==> config.mk <==
export PLATFORM = sky130hd
export DESIGN_NAME = usw_ctrl
export DESIGN_NICKNAME = d
export VERILOG_FILES = /design/src/design/usw_pkg.sv /design/src/design/usw_ctrl.sv
export SDC_FILE = /design/constraint.sdc
export NUM_CORES = 1
export LEC_CHECK = 0
export ABC_AREA = 1
export BUFFER_PORTS_ARGS = -buffer_cell sky130_fd_sc_hd__buf_4
export CORE_MARGIN = 1
export CORE_UTILIZATION = 40
export DETAILED_ROUTE_END_ITERATION = 8
export GPL_TIMING_DRIVEN = 0
export PLACE_DENSITY = 0.68
export SLEW_MARGIN = 10
export SYNTH_ARGS = -nofsm -noshare
export SYNTH_HDL_FRONTEND = slang
export SYNTH_SLANG_ARGS = --single-unit
==> constraint.sdc <==
create_clock -name hclk -period 3.1 [get_ports hclk]
set_clock_uncertainty 0.15 [all_clocks]
set_input_delay 0.465 -clock hclk [delete_from_list [all_inputs] [get_ports hclk]]
set_output_delay 0.465 -clock hclk [all_outputs]
set_load 0.02 [all_outputs]
==> src/design/usw_pkg.sv <==
// package of constants and types for the serial wire-mode control block
package usw_pkg;
  // register word indices; the byte address is four times the index
  localparam logic [7:0] IDX_CTRL       = 8'h0d;
  localparam logic [7:0] IDX_STATUS     = 8'h0e;
  localparam logic [7:0] IDX_SHIFT      = 8'h0f;
  localparam logic [7:0] IDX_PORT_OUT   = 8'h10;
  localparam logic [7:0] IDX_PORT_DIR   = 8'h11;
  localparam logic [7:0] IDX_IRQ_GLOBAL = 8'h12;

  // control register field positions
  localparam int CTRL_START_IE = 7;
  localparam int CTRL_WRAP_IE  = 6;
  localparam int CTRL_WM_HI    = 5;
  localparam int CTRL_WM_LO    = 4;
  localparam int CTRL_CS_HI    = 3;
  localparam int CTRL_CS_LO    = 2;
  localparam int CTRL_SOFT_CLK = 1;
  localparam int CTRL_TOGGLE   = 0;

  // status register field positions
  localparam int STAT_START = 7;
  localparam int STAT_WRAP  = 6;
  localparam int STAT_STOP  = 5;
  localparam int STAT_COLL  = 4;
  localparam int STAT_CNT_HI = 3;

  // port bit that each serial pin uses
  localparam int PIN_SCL = 4;
  localparam int PIN_DO  = 5;
  localparam int PIN_SDA = 6;

  // reset values, and the count that wraps to zero
  localparam logic [7:0] CTRL_RST  = 8'h00;
  localparam logic [7:0] PORT_RST  = 8'h00;
  localparam logic [7:0] SHIFT_RST = 8'h00;
  localparam logic [3:0] CNT_RST   = 4'h0;
  localparam logic [3:0] CNT_MAX   = 4'hf;

  // link clock may run at most at core clock divided by this
  localparam int LINK_MAX_DIV = 2;
  localparam int CORE_HZ      = 100_000_000;
  localparam int LINK_MAX_HZ  = CORE_HZ / LINK_MAX_DIV;

  typedef enum logic [1:0] {
    WM_OFF,
    WM_THREE,
    WM_TWO,
    WM_TWO_HOLD
  } usw_wire_e;
endpackage

==> src/design/usw_ctrl.sv <==
// serial unit control register, wire-mode pin logic, counter and flags
//
// Function
// - shift clock runs at most half the core clock; sets data rate.
// - as two-wire slave, hold scl low until ready for more data.
// - counter on external clock counts both pin edges.
// - counter preset to f overflows on next external edge, flag and irq.
// - software strobe can drive counter into overflow as software irq.
// - control register layout, reset zero, two strobe bits write-only.
// - start irq enable plus global enable takes pending start flag.
// - wrap irq enable plus global enable takes pending wrap flag.
// - wire mode changes outputs and start/stop detection; inputs work in every mode.
// - mode zero disables outputs, hold, start detector; port controls pins.
// - three-wire drives data out over port bit; port bit sets pull-up.
// - three-wire leaves input and clock pins as port; toggle makes clock.
// - two-wire makes sda and scl open-collector, enabled by direction bits.
// - enabled sda pulled low when shift msb or port bit is zero.
// - enabled scl pulled low when port bit zero or start hold.
// - detected start holds scl low until start flag cleared.
// - two-wire disables sda and scl pull-ups; inputs unaffected.
// - mode three also holds scl low from overflow until flag cleared.
// - wrap flag sets on 15 to 0; write one clears, releasing hold.
// - clock source field and strobe select shift and counter clocks.
// - start flag on start condition in two-wire, else any clock edge.
`timescale 1ns/1ps
module usw_ctrl (
  input  wire logic        hclk,
  input  wire logic        hresetn,
  input  wire logic        hsel,
  input  wire logic [31:0] haddr,
  input  wire logic [1:0]  htrans,
  input  wire logic        hwrite,
  input  wire logic [2:0]  hsize,
  input  wire logic [31:0] hwdata,
  input  wire logic        hready,
  output logic             hreadyout,
  output logic             hresp,
  output logic [31:0]      hrdata,
  input  wire logic        timer_match,
  input  wire logic        scl_in,
  output logic             scl_out,
  output logic             scl_oe,
  output logic             scl_pullup,
  input  wire logic        sda_in,
  output logic             sda_out,
  output logic             sda_oe,
  output logic             sda_pullup,
  output logic             dout_out,
  output logic             dout_oe,
  output logic             dout_pullup,
  output logic             start_irq,
  output logic             wrap_irq
);

  typedef struct packed {
    logic [7:2] ctrl;
    logic       clk_sel;
    logic       gie;
    logic [7:0] port_out;
    logic [7:0] port_dir;
    logic [7:0] shreg;
    logic [3:0] cnt;
    logic       start_flag;
    logic       wrap_flag;
    logic       stop_flag;
    logic       start_hold;
    logic       out_latch;
    logic [2:0] scl_sync;
    logic [2:0] sda_sync;
    logic       scl_filt;
    logic       sda_filt;
    logic       ap_valid;
    logic       ap_write;
    logic [7:0] ap_index;
    logic [31:0] rdata;
  } usw_state_s;

  usw_state_s st_ff;
  usw_state_s nxt_st;

  function automatic logic hit(input logic [7:0] idx,
                               input logic [7:0] want);
    hit = (idx == want);
  endfunction

  usw_pkg::usw_wire_e wm;
  logic       two_wire;
  logic       wr_ctrl;
  logic       wr_status;
  logic       wr_shift;
  logic       scl_rise;
  logic       scl_fall;
  logic       scl_edge;
  logic       sda_rise;
  logic       sda_fall;
  logic       start_cond;
  logic       stop_cond;
  logic       shift_tick;
  logic [1:0] cs_eff;
  logic       sel_eff;
  logic       cnt_tick;
  logic       wrap_now;
  logic       wrap_hold;
  logic       take_addr;
  logic [7:0] rd_ctrl;
  logic [7:0] rd_status;
  logic [7:0] rd_mux;

  assign wm        = usw_pkg::usw_wire_e'(st_ff.ctrl[usw_pkg::CTRL_WM_HI:
                                                     usw_pkg::CTRL_WM_LO]);
  assign two_wire  = st_ff.ctrl[usw_pkg::CTRL_WM_HI];
  // single-cycle writes, no wait states: the bus never stalls
  assign hreadyout = 1'b1;
  assign hresp     = 1'b0;
  assign hrdata    = st_ff.rdata;
  assign take_addr = hsel && hready && htrans[1];
  assign wr_ctrl   = st_ff.ap_valid && st_ff.ap_write &&
                     hit(st_ff.ap_index, usw_pkg::IDX_CTRL);
  assign wr_status = st_ff.ap_valid && st_ff.ap_write &&
                     hit(st_ff.ap_index, usw_pkg::IDX_STATUS);
  assign wr_shift  = st_ff.ap_valid && st_ff.ap_write &&
                     hit(st_ff.ap_index, usw_pkg::IDX_SHIFT);

  // filtered pin edges; a filtered level cannot change two cycles running
  always_comb begin
    scl_rise = (st_ff.scl_sync[2] == st_ff.scl_sync[1]) &&
               st_ff.scl_sync[2] && !st_ff.scl_filt;
    scl_fall = (st_ff.scl_sync[2] == st_ff.scl_sync[1]) &&
               !st_ff.scl_sync[2] && st_ff.scl_filt;
    sda_rise = (st_ff.sda_sync[2] == st_ff.sda_sync[1]) &&
               st_ff.sda_sync[2] && !st_ff.sda_filt;
    sda_fall = (st_ff.sda_sync[2] == st_ff.sda_sync[1]) &&
               !st_ff.sda_sync[2] && st_ff.sda_filt;
  end
  assign scl_edge   = scl_rise || scl_fall;
  assign start_cond = two_wire && sda_fall && st_ff.scl_filt;
  assign stop_cond  = two_wire && sda_rise && st_ff.scl_filt;

  // a control write counts at once, so one write can both select and strobe
  assign cs_eff  = wr_ctrl ?
                   hwdata[usw_pkg::CTRL_CS_HI:usw_pkg::CTRL_CS_LO] :
                   st_ff.ctrl[usw_pkg::CTRL_CS_HI:usw_pkg::CTRL_CS_LO];
  assign sel_eff = wr_ctrl ? hwdata[usw_pkg::CTRL_SOFT_CLK] : st_ff.clk_sel;

  // clock source selection for shift register and counter
  always_comb begin
    shift_tick = 1'b0;
    cnt_tick   = 1'b0;
    unique case (cs_eff)
      2'b00: begin
        shift_tick = wr_ctrl && hwdata[usw_pkg::CTRL_SOFT_CLK];
        cnt_tick   = shift_tick;
      end
      2'b01: begin
        shift_tick = timer_match;
        cnt_tick   = timer_match;
      end
      2'b10, 2'b11: begin
        // inputs sampled in every wire mode, outputs off or not
        shift_tick = cs_eff[0] ? scl_fall : scl_rise;
        cnt_tick   = sel_eff ?
                     (wr_ctrl && hwdata[usw_pkg::CTRL_TOGGLE])
                   : scl_edge;
      end
    endcase
  end

  assign wrap_now  = cnt_tick && (st_ff.cnt == usw_pkg::CNT_MAX);
  assign wrap_hold = (wm == usw_pkg::WM_TWO_HOLD) && st_ff.wrap_flag;

  always_comb begin
    rd_ctrl = {st_ff.ctrl, 2'b00};
    rd_status = {st_ff.start_flag, st_ff.wrap_flag, st_ff.stop_flag,
                 two_wire && (st_ff.shreg[7] != st_ff.sda_filt),
                 st_ff.cnt};
    rd_mux = 8'h00;
    if (hit(haddr[9:2], usw_pkg::IDX_CTRL)) begin
      rd_mux = rd_ctrl;
    end else if (hit(haddr[9:2], usw_pkg::IDX_STATUS)) begin
      rd_mux = rd_status;
    end else if (hit(haddr[9:2], usw_pkg::IDX_SHIFT)) begin
      rd_mux = st_ff.shreg;
    end else if (hit(haddr[9:2], usw_pkg::IDX_PORT_OUT)) begin
      rd_mux = st_ff.port_out;
    end else if (hit(haddr[9:2], usw_pkg::IDX_PORT_DIR)) begin
      rd_mux = st_ff.port_dir;
    end else if (hit(haddr[9:2], usw_pkg::IDX_IRQ_GLOBAL)) begin
      rd_mux = {7'h00, st_ff.gie};
    end
  end

  always_comb begin
    nxt_st = st_ff;
    // bus address phase; read data is captured here for the data phase
    nxt_st.ap_valid = take_addr;
    nxt_st.ap_write = hwrite;
    nxt_st.ap_index = haddr[9:2];
    if (take_addr && !hwrite) begin
      nxt_st.rdata = {24'h000000, rd_mux};
    end
    // first stage feeds only the second
    nxt_st.scl_sync = {st_ff.scl_sync[1:0], scl_in};
    nxt_st.sda_sync = {st_ff.sda_sync[1:0], sda_in};
    if (st_ff.scl_sync[2] == st_ff.scl_sync[1]) begin
      nxt_st.scl_filt = st_ff.scl_sync[2];
    end
    if (st_ff.sda_sync[2] == st_ff.sda_sync[1]) begin
      nxt_st.sda_filt = st_ff.sda_sync[2];
    end
    if (wr_ctrl) begin
      nxt_st.ctrl    = hwdata[7:2];
      nxt_st.clk_sel = hwdata[usw_pkg::CTRL_SOFT_CLK];
      if (hwdata[usw_pkg::CTRL_TOGGLE]) begin
        nxt_st.port_out[usw_pkg::PIN_SCL] =
          !st_ff.port_out[usw_pkg::PIN_SCL];
      end
    end
    if (st_ff.ap_valid && st_ff.ap_write &&
        hit(st_ff.ap_index, usw_pkg::IDX_PORT_DIR)) begin
      nxt_st.port_dir = hwdata[7:0];
    end
    if (st_ff.ap_valid && st_ff.ap_write &&
        hit(st_ff.ap_index, usw_pkg::IDX_IRQ_GLOBAL)) begin
      nxt_st.gie = hwdata[0];
    end
    if (st_ff.ap_valid && st_ff.ap_write &&
        hit(st_ff.ap_index, usw_pkg::IDX_PORT_OUT)) begin
      nxt_st.port_out = hwdata[7:0];
    end
    // a write to the data register beats a shift in the same cycle
    if (wr_shift) begin
      nxt_st.shreg = hwdata[7:0];
    end else if (shift_tick) begin
      nxt_st.shreg = {st_ff.shreg[6:0], st_ff.sda_filt};
    end
    if (wr_status) begin
      nxt_st.cnt = hwdata[usw_pkg::STAT_CNT_HI:0];
    end else if (cnt_tick) begin
      nxt_st.cnt = st_ff.cnt + 4'h1;
    end
    // output latch: transparent on internal clocks, else moves on the
    // edge opposite to sampling so data stays stable across the sample
    if (!st_ff.ctrl[usw_pkg::CTRL_CS_HI]) begin
      nxt_st.out_latch = nxt_st.shreg[7];
    end else if (st_ff.ctrl[usw_pkg::CTRL_CS_LO] ? scl_rise : scl_fall) begin
      nxt_st.out_latch = nxt_st.shreg[7];
    end else if (wr_shift) begin
      nxt_st.out_latch = hwdata[7];
    end
    // flags: for start and stop a set in the same cycle as a clear wins; any status write blocks a wrap set
    if (wr_status && hwdata[usw_pkg::STAT_START]) begin
      nxt_st.start_flag = 1'b0;
    end
    if (two_wire ? start_cond : scl_edge) begin
      nxt_st.start_flag = 1'b1;
    end
    if (wr_status && hwdata[usw_pkg::STAT_WRAP]) begin
      nxt_st.wrap_flag = 1'b0;
    end
    if (wrap_now && !wr_status) begin
      nxt_st.wrap_flag = 1'b1;
    end
    if (wr_status && hwdata[usw_pkg::STAT_STOP]) begin
      nxt_st.stop_flag = 1'b0;
    end
    if (stop_cond) begin
      nxt_st.stop_flag = 1'b1;
    end
    // start hold engages on the master's falling scl after the start
    if (!two_wire || !nxt_st.start_flag) begin
      nxt_st.start_hold = 1'b0;
    end else if (st_ff.start_flag && scl_fall) begin
      nxt_st.start_hold = 1'b1;
    end
  end

  // pin drivers; sda and scl only ever pull low in two-wire modes
  always_comb begin
    scl_out     = st_ff.port_out[usw_pkg::PIN_SCL];
    scl_oe      = st_ff.port_dir[usw_pkg::PIN_SCL];
    scl_pullup  = !st_ff.port_dir[usw_pkg::PIN_SCL] &&
                  st_ff.port_out[usw_pkg::PIN_SCL];
    sda_out     = st_ff.port_out[usw_pkg::PIN_SDA];
    sda_oe      = st_ff.port_dir[usw_pkg::PIN_SDA];
    sda_pullup  = !st_ff.port_dir[usw_pkg::PIN_SDA] &&
                  st_ff.port_out[usw_pkg::PIN_SDA];
    dout_out    = st_ff.port_out[usw_pkg::PIN_DO];
    dout_oe     = st_ff.port_dir[usw_pkg::PIN_DO];
    dout_pullup = !st_ff.port_dir[usw_pkg::PIN_DO] &&
                  st_ff.port_out[usw_pkg::PIN_DO];
    unique case (wm)
      usw_pkg::WM_OFF: begin
        scl_out = st_ff.port_out[usw_pkg::PIN_SCL];
      end
      usw_pkg::WM_THREE: begin
        dout_out = st_ff.out_latch;
      end
      usw_pkg::WM_TWO, usw_pkg::WM_TWO_HOLD: begin
        sda_out    = 1'b0;
        sda_oe     = st_ff.port_dir[usw_pkg::PIN_SDA] &&
                     (!st_ff.out_latch ||
                      !st_ff.port_out[usw_pkg::PIN_SDA]);
        scl_out    = 1'b0;
        // stretching: the slave keeps scl low while a hold is pending
        scl_oe     = st_ff.port_dir[usw_pkg::PIN_SCL] &&
                     (!st_ff.port_out[usw_pkg::PIN_SCL] ||
                      st_ff.start_hold || wrap_hold);
        sda_pullup = 1'b0;
        scl_pullup = 1'b0;
      end
    endcase
  end

  assign start_irq = st_ff.start_flag && st_ff.ctrl[usw_pkg::CTRL_START_IE] &&
                     st_ff.gie;
  assign wrap_irq  = st_ff.wrap_flag && st_ff.ctrl[usw_pkg::CTRL_WRAP_IE] &&
                     st_ff.gie;

  always_ff @(posedge hclk or negedge hresetn) begin
    if (!hresetn) begin
      st_ff <= '{ctrl: usw_pkg::CTRL_RST[7:2], port_out: usw_pkg::PORT_RST,
                 port_dir: usw_pkg::PORT_RST, shreg: usw_pkg::SHIFT_RST,
                 cnt: usw_pkg::CNT_RST, rdata: 32'h00000000,
                 // lines idle high; a zero here would fake an edge at reset
                 scl_sync: 3'h7, sda_sync: 3'h7,
                 scl_filt: 1'h1, sda_filt: 1'h1,
                 default: '0};
    end else begin
      st_ff <= nxt_st;
    end
  end
endmodule // usw_ctrl

# Word level (Yosys, flattened, before mapping)
# Cells that the tools add are included.
# W data, S select, Z words.
# totals
ff_bits,67
latch_bits,0
ramBits,0
rom_bits,0
in_bits,77
word_cells,156
memories,0
# classes
addsub,1
n_mul,0
div,0
order_cmp,0
n_eq_ne,23
n_shift,0
n_mux,39
bitwise_logic,0
reduce_logical,71
# op_table
operator,n
$mux W8,7
$eq A8 B4 Y1 const B,6
$eq A8 B5 Y1 const B,6
$logic_and A1 B1 Y1,41
$mux W1,26
$logic_not A1 Y1,14
$reduce_bool A2 Y1,7
$eq A2 B2 Y1 const B,4
$mux W4,2
$pmux W1 S3,2
$logic_or A1 B1 Y1,5
$mux W5,1
$add A4 B1 Y4 const B,1
$eq A2 B1 Y1 const B,2
$eq A4 B4 Y1 const B,1
$reduce_or A2 Y1,2
$ne A3 B1 Y1 const B,1
$eq A1 B1 Y1,2
$logic_not A2 Y1,1
$mux W2,1
$reduce_and A2 Y1,1
$ne A1 B1 Y1,1

# Longest topological paths before layout
# Gate-level depths: netlist of the first run.
# logic_depth
word_depth,10
mapped_depth,13
ltp_nobuf,13

# Least setup slack after synthesis of the first run
# No wires, ideal clock.
# synth_path
path_kind,register to output
from,"register st_ff, in the netlist rd_ctrl[5]"
to,output dout_out
arrival_ns,1.167
required_time_ns,2.485
setup_slack_ns,1.318
stages_incl_launch_ff,6
path_cell_list,dfrtp_1 clkbuf_1 inv_1 nand2_1 nor2_1 a21oi_1
# synth_between
elab_chain_cells,2
# synth_rtl
item,line_no,rtl
"start, declared",usw_ctrl.sv:78,usw_state_s st_ff;
"start signal, assigned",usw_ctrl.sv:321,"st_ff <= '{ctrl: usw_pkg::CTRL_RST[7:2], port_out: usw_pkg::PORT_RST,"
"start signal, assigned",usw_ctrl.sv:329,st_ff <= nxt_st;
$eq A2 B1 Y1,usw_ctrl.sv:291,unique case (wm)
$mux W1,usw_ctrl.sv:291,
"end, declared",usw_ctrl.sv:48,"output logic dout_out,"
# No other way between the ends.

# Worst setup path in the final report of the first run
# Ends and elaborated chain as after synthesis.

==> results of run 1 <==
-- where the power goes --
group	internal, mW	switching, mW
clock network	0.556	0.360
logic	0.159	0.223
registers	0.972	0.0919
total	1.69	0.675
-- cell usage after synthesis (2+ instances only) --
cell type  instances
clkbuf_1           3
xor2_1             3
nor2_4             3
dfstp_2            8
o21ai_0           41
nand2_1          104
ha_1               5
nor3_1             6
buf_2              2
conb_1             2
o211ai_1           2
a21oi_1           13
inv_1             51
nor2_1            18
a41oi_1            2
nand3_1           44
dfrtp_1           59
o21ai_1            7
nand4_1            7
a31oi_1            2
nand3_2            2
buf_4             34
-- metrics by stage --
stage / worst slack, ps / area, sq um / power, mW / hold slack, ps / util [%]
6_report: 694 / 4370 / 2.36 / 53.2 / 50.3
5_1_grt: 529 / 4370 / 2.46 / 53.1 / 50.3
4_1_cts: 693 / 4370 / 2.36 / 46.7 / 50.3
3_5_place_dp: 850 / 4120 / 1.45 / 197 / 47.4
3_3_place_gp: 874 / 4120 / 1.44 / 196 / 47.4
2_1_floorplan: 1320 / 3660 / 1.31 / 19.4 / -
-- worst paths after layout --
check	slack (ps)	end	cells after the start	start
min in group asynchronous	70	rd_status[7]	1	hresetn
setup reg to reg	1140	rd_status[3]	12	st_ff[36]
setup / recovery	690	dout_out	6	rd_ctrl[5]
max in group asynchronous	2190	st_ff[33]	1	hresetn
hold reg to reg	210	nxt_st[49]	0	nxt_st[48]
hold / removal	50	nxt_st[45]	1	sda_in
-- layout by cell type (no fill, tap or decap), types with 3 or more instances in the layout --
cell type and instances:
dfstp_2 8, nand2_1 104, clkbuf_8 10, nand4_1 7
ha_1 5, o21ai_0 41, nand3_1 44, nor2_1 18
xor2_1 3, a21oi_1 13, nor3_1 6, clkinvlp_4 3
dfrtp_1 59, conb_1 26, inv_1 51, nor2_4 3
o21ai_1 7, bufinv_16 3, clkbuf_1 3, buf_4 77
-- cell families (layout without fill, tap and decap cells) --
logic type,count (synthesis),count (layout),share of synthesized area (%)
other cells,2,26,0.210
flops,67,67,47.2
simple gates,193,193,25.7
compound gates,70,70,10.7
mux,1,1,0.280
fa+ha+maj,5,5,1.75
xor+xnor,3,3,0.736
buf+inv,92,151,13.3
-- worst reg2reg max path, cell delays in order, from the launching register on --
cell and delay [ps]:
dfrtp_1 390, inv_1 70, nand2_1 80, nor2_4 160
nand3_4 140, inv_1 130, nand2_1 80, nand2_1 80
o21ai_1 70, nand3_1 130, nand3_2 170, nand2_1 120
o21ai_1 80
-- final cells by class --
cell class | count | area, sq um | share of cell area [%]
tap | 108 | 135 | 3.09
clock inverter | 6 | 113 | 2.58
clock buffer | 10 | 138 | 3.15
buffer | 39 | 277 | 6.33
multi-input combinational | 298 | 1500 | 34.3
sequential | 67 | 1690 | 38.6
inverter | 53 | 199 | 4.55
timing repair buffer | 43 | 323 | 7.39
-- state kept, by name, indices dropped and copies added (netlist names) --
name,cells
dout_oe,1
hrdata,8
nxt_st,4
rd_ctrl,6
rd_status,7
st_ff,41
-- routing by layer --
layer / vias up / track usage [%]
met5: - / 0
met4: 0 / 9.93
met3: 24 / 4.62
met1: 1380 / 26.3
met2: 108 / 31.6
li1: 1507 / -
==> summary.txt, run 1 <==
STA
  – Peak Freq: 416 MHz
  – Setup Viol. Count Final: 0
  – Final TNS setup: 0 ps
  – Max Transition Viols Final: 0
  – Slew Limit Headroom: 43.4%
  – Final Hold Viols: 0
  – Period minus WS final: 2410 ps
  – RSZ-0062 raised after global routing: no
  – Period Utilization, post-route: 77.6%
  – Slew at the pin closest to its max-slew limit: 849 ps

Floorplanning
  – Chip height: 96.5 um
  – Die width: 96.5 um
  – Cell Rows: 34
  – Die area: 0.00931 sq mm
  – # IOs: 122
  – Starting Density: 41.1%
  – Area of the core: 0.00868 sq mm

Critical path
  – Crit path launch type: flip-flop
  – CP max stage delay: 400 ps
  – Crit-path slowest cell: clkbuf_1
  – Worst-path maximum fanout: 10
  – Critical Path AT: 1790 ps
  – CP bufs+invs: 3
  – CP Cell Sequence: clkbuf_1, inv_1, nand2_1, nor2_1, a21oi_1, buf_4
  – CP Data Required Time: 2480 ps
  – Critical path class: reg -> out
  – Critical path's top delay family: buffers and inverters
  – Setup crit end kind: primary output

Cells and area
  – Area grow syn2layout: 22.4%
  – Post-Layout Cell Count: 624
  – Antenna diode count: 0
  – FILL cells: 860
  – Share of cells above drive strength 1: 22.7%
  – Final #Nets: 593

Route
  – Wire per inst: 13.8 um
  – Drt total wl: 8610 um
  – DRC: 0
  – Top layer in use: met4
  – Number of DRC markers in iteration 0: 215
  – Metal2 WL: 3950 um
  – First-pass iteration count of the detailed router: 5
  – Vias: 3019
  – Vias per cell: 4.84
  – Antenna Nets Post-Route: 0
  – M1 WL: 3880 um
  – Wire length on met3: 553 um

GRT
  – Initial antenna violation count: 0
  – Number of global-route vias before repair: 2873
  – Remaining global-route overflow: 0
  – Pin count of the biggest net entering global routing: 68
  – All-Layer GR Usage: 20.2%
  – First-pass GRT wire length: 13900 um

Synthesis
  – Seq cells post-synth: 67
  – Top post-synthesis cells by area: dfrtp_1 41%, nand2_1 11%, buf_4 7.2%, nand3_1 6.2%, dfstp_2 5.9%
  – YS warnings: 0
  – Top-area cell type share of the netlist area: 41.4%
  – Register area share after synthesis: 47.2%
  – FFs w/ async S/R, synth: 100%
  – Ys flop type: dfrtp_1
  – Mapped Cells: 433
  – Post-synth EDFFs: 0
  – Cell Area, Synth: 0.00357 sq mm
  – Avg Cell Area, Syn: 8.24 sq um
  – Synth cell types: 37
  – Leading area contributor after synthesis: dfrtp_1

Run
  – Max cap viols: 0

Clocking
  – CTS max path bufs: 2
  – CTS tree: done
  – Post-CTS Setup Inserts: 0
  – Total CTS buffers: 9
  – Post_cts resized: 0
  – Worst skew pair latency: 360 ps
  – Clock tree sinks: 67
  – Clock transition at the registers of the reported paths: 80 ps
  – H-tree levels: 3
  – CTS Hold Buffers Added: 0
  – Clk root buf: clkbuf_8

Hold path
  – Hold Path Class: in -> reg

Pwr
  – Peak VDD IR: 0.193 mV
  – Leak: 2.36 nW
  – Pwr per Cell Area: 541 mW/mm^2

Placed design
  – Final Wtd Congestion: 0.924
  – Port Buffers: 43
  – Post-DP HPWL: 6380 um
  – Dpl cells: 608

Run status
  – Status: finished clean
No activity file was read; power rests on OpenSTA's default activity.
==> run 2: changes to the inputs <==
--- a/config.mk
+++ b/config.mk
@@ -11,7 +11,7 @@
 export CORE_UTILIZATION = 40
 export DETAILED_ROUTE_END_ITERATION = 8
 export GPL_TIMING_DRIVEN = 0
-export PLACE_DENSITY = 0.68
+export PLACE_DENSITY = 0.71
 export SLEW_MARGIN = 10
 export SYNTH_ARGS = -nofsm -noshare
 export SYNTH_HDL_FRONTEND = slang
==> constraint.sdc (replaced) <==
create_clock -name hclk -period 2.2 [get_ports hclk]
set_clock_uncertainty 0.15 [all_clocks]
set_input_delay 0.33 -clock hclk [delete_from_list [all_inputs] [get_ports hclk]]
set_output_delay 0.33 -clock hclk [all_outputs]
set_load 0.02 [all_outputs]
==> run 2 against run 1 <==
  * Core utilization grew 1.4 points
  * Wire length increased by 3.4%
  * Clock power grew 28%
  * Cell area rose by 2.8%
  * Setup slack got worse by 600 ps
  * Die area stayed put
  * Worst hold slack improved by 21 ps
  * Combinational power grew 46%
  * Final cell count rose by 1.9%
  * Largest cell class unchanged
  * Sequential cell count unchanged
  * Largest power group unchanged
==> summary.txt, run 2 (synthesized netlist as in run 1, its figures left out) <==
Run status
  – Status: finished clean

Clocking
  – CTS tree: done
  – Clock transition at the registers of the reported paths: 70 ps
  – Worst skew pair latency: 350 ps
  – CTS max path bufs: 2
  – Total CTS buffers: 9
  – Clk root buf: clkbuf_8
  – H-tree levels: 3
  – Clock tree sinks: 67

STA
  – Max Transition Viols Final: 0
  – RSZ-0062 raised after global routing: no
  – Period minus WS final: 2100 ps
  – Setup Viol. Count Final: 0
  – Final Hold Viols: 0
  – Slew at the pin closest to its max-slew limit: 852 ps
  – Final TNS setup: 0 ps
  – Slew Limit Headroom: 43.2%
  – Period Utilization, post-route: 95.7%
  – Final WS setup: 95.7 ps
  – Peak Freq: 475 MHz

Critical path
  – Setup crit end kind: flip-flop
  – Critical path class: in -> reg
  – CP max stage delay: 550 ps
  – CP Data Required Time: 2340 ps
  – Critical Path AT: 2240 ps
  – Crit path launch type: primary input
  – Crit-path slowest cell: dlygate4sd3_1
  – CP Cell Sequence: dlygate4sd3_1, buf_4, nand3b_1, nor2_2, buf_2, o31ai_1, o21ai_0, o211ai_1, nand2_1
  – Worst-path maximum fanout: 10

Cells and area
  – Multi-input logic area: 0.00151 sq mm
  – Max reg flops: 41
  – FILL cells: 811
  – Reg with most FFs: st_ff
  – Commonest non-fill, non-tap cell in the layout: nand2_1
  – Final core occ: 51.7%
  – Share of cells above drive strength 1: 23.3%
  – Post-Layout Cell Count: 636
  – Final #Nets: 605
  – Register area: 0.00169 sq mm
  – Antenna diode count: 0
  – Most frequent cells in the layout: 104 x nand2_1, 78 x buf_4, 58 x dfrtp_1
  – Area grow syn2layout: 25.8%

Floorplanning
  – # IOs: 122
  – Starting Density: 41.1%
  – Die width: 96.5 um
  – Chip height: 96.5 um
  – Cell Rows: 34
  – Die area: 0.00931 sq mm
  – Area of the core: 0.00868 sq mm

Route
  – Vias per cell: 4.90
  – Antenna Nets Post-Route: 0
  – First-pass iteration count of the detailed router: 5
  – Drt total wl: 8900 um
  – Number of DRC markers in iteration 0: 246
  – Wire per inst: 14.0 um
  – Vias: 3119
  – DRC: 0

Placed design
  – Post-DP HPWL: 6500 um
  – Worst Setup Slack post-DPL: 101 ps
  – Dpl cells: 608
  – Port Buffers: 43
  – Final Wtd Congestion: 0.912

GRT
  – All-Layer GR Usage: 21.3%
  – First-pass GRT wire length: 14700 um
  – Number of global-route vias before repair: 2975
  – Initial antenna violation count: 0
  – Remaining global-route overflow: 0
  – Pin count of the biggest net entering global routing: 68

Pwr
  – Pwr per Cell Area: 718 mW/mm^2
  – Leak: 2.41 nW
  – Clk pwr share: 36.3%
  – Peak VDD IR: 0.287 mV
  – Comb pwr share: 17.3%
  – P_sw: 0.918 mW
  – Sequential share of power: 46.4%
  – Int Pwr: 2.31 mW
  – Sw Ratio: 28.5%

Hold path
  – Hold Path Class: in -> reg

Run
  – Max cap viols: 0
==> run 2: layout make-up <==
cell class,count,share of cell area (%)
Clock buffer,12,3.46
Clock inverter,4,1.62
Sequential cell,67,37.6
Multi-Input combinational cell,298,33.7
Inverter,53,4.51
Timing Repair Buffer,56,10.0
Tap cell,108,3.01
Buffer,38,6.07
==> run 2: through the flow <==
step	instance area [sq um]	hold slack, ps	total power, mW
3_5_place_dp	4120	198	2.04
3_3_place_gp	4120	196	2.03
5_1_grt	4490	90.1	3.40
4_1_cts	4460	74.9	3.23
6_report	4490	74.5	3.23
2_1_floorplan	3660	-116	1.85
==> run 2: per-layer routing <==
| layer | track usage, % | share of wire, % | wire (um) | vias to the layer above |
|---|---|---|---|---|
| met1 | 28.6 | 43 | 3830 | 1442 |
| met4 | 8.09 | 1.8 | 163 | 0 |
| met5 | 0 | 0 | 0 | - |
| li1 | - | - | - | 1527 |
| met3 | 4.93 | 7.8 | 694 | 14 |
| met2 | 33.5 | 47 | 4210 | 136 |
==> run 2: power by group through the flow <==
stage          Combinational, mW  Clock [mW]  Sequential (mW)
2_1_floorplan              0.379           0             1.47
3_3_place_gp               0.515           0             1.51
3_5_place_dp               0.534           0             1.51
4_1_cts                    0.555        1.19             1.49
5_1_grt                    0.642        1.24             1.52
6_report                   0.559        1.17             1.50
==> run 2: worst max-delay path: cells and delay by family <==
family	cells	cell delay, ps
compound gates	3	510
simple gates	3	450
buf+inv	3	940
==> run 2: worst paths after layout <==
kind,slack (ps),cells after the start,from,to
setup reg to reg,220,12,st_ff[37],rd_status[2]
max in group asynchronous,830,2,hresetn,rd_ctrl[5]
min in group asynchronous,470,2,hresetn,hrdata[5]
hold / removal,70,3,hwdata[6],st_ff[65]
setup / recovery,100,9,haddr[7],hrdata[0]
hold reg to reg,210,0,nxt_st[45],nxt_st[46]
==> run 2: what timing repair did <==
| item | in CTS | in global routing |
|---|---|---|
| hold buffers | 12 | 0 |
| gates resized for setup | 0 | 7 |
| endpoints found under the hold margin | 70 | 0 |
| setup endpoints to repair | 1 | 9 |
| setup buffers | 0 | 1 |
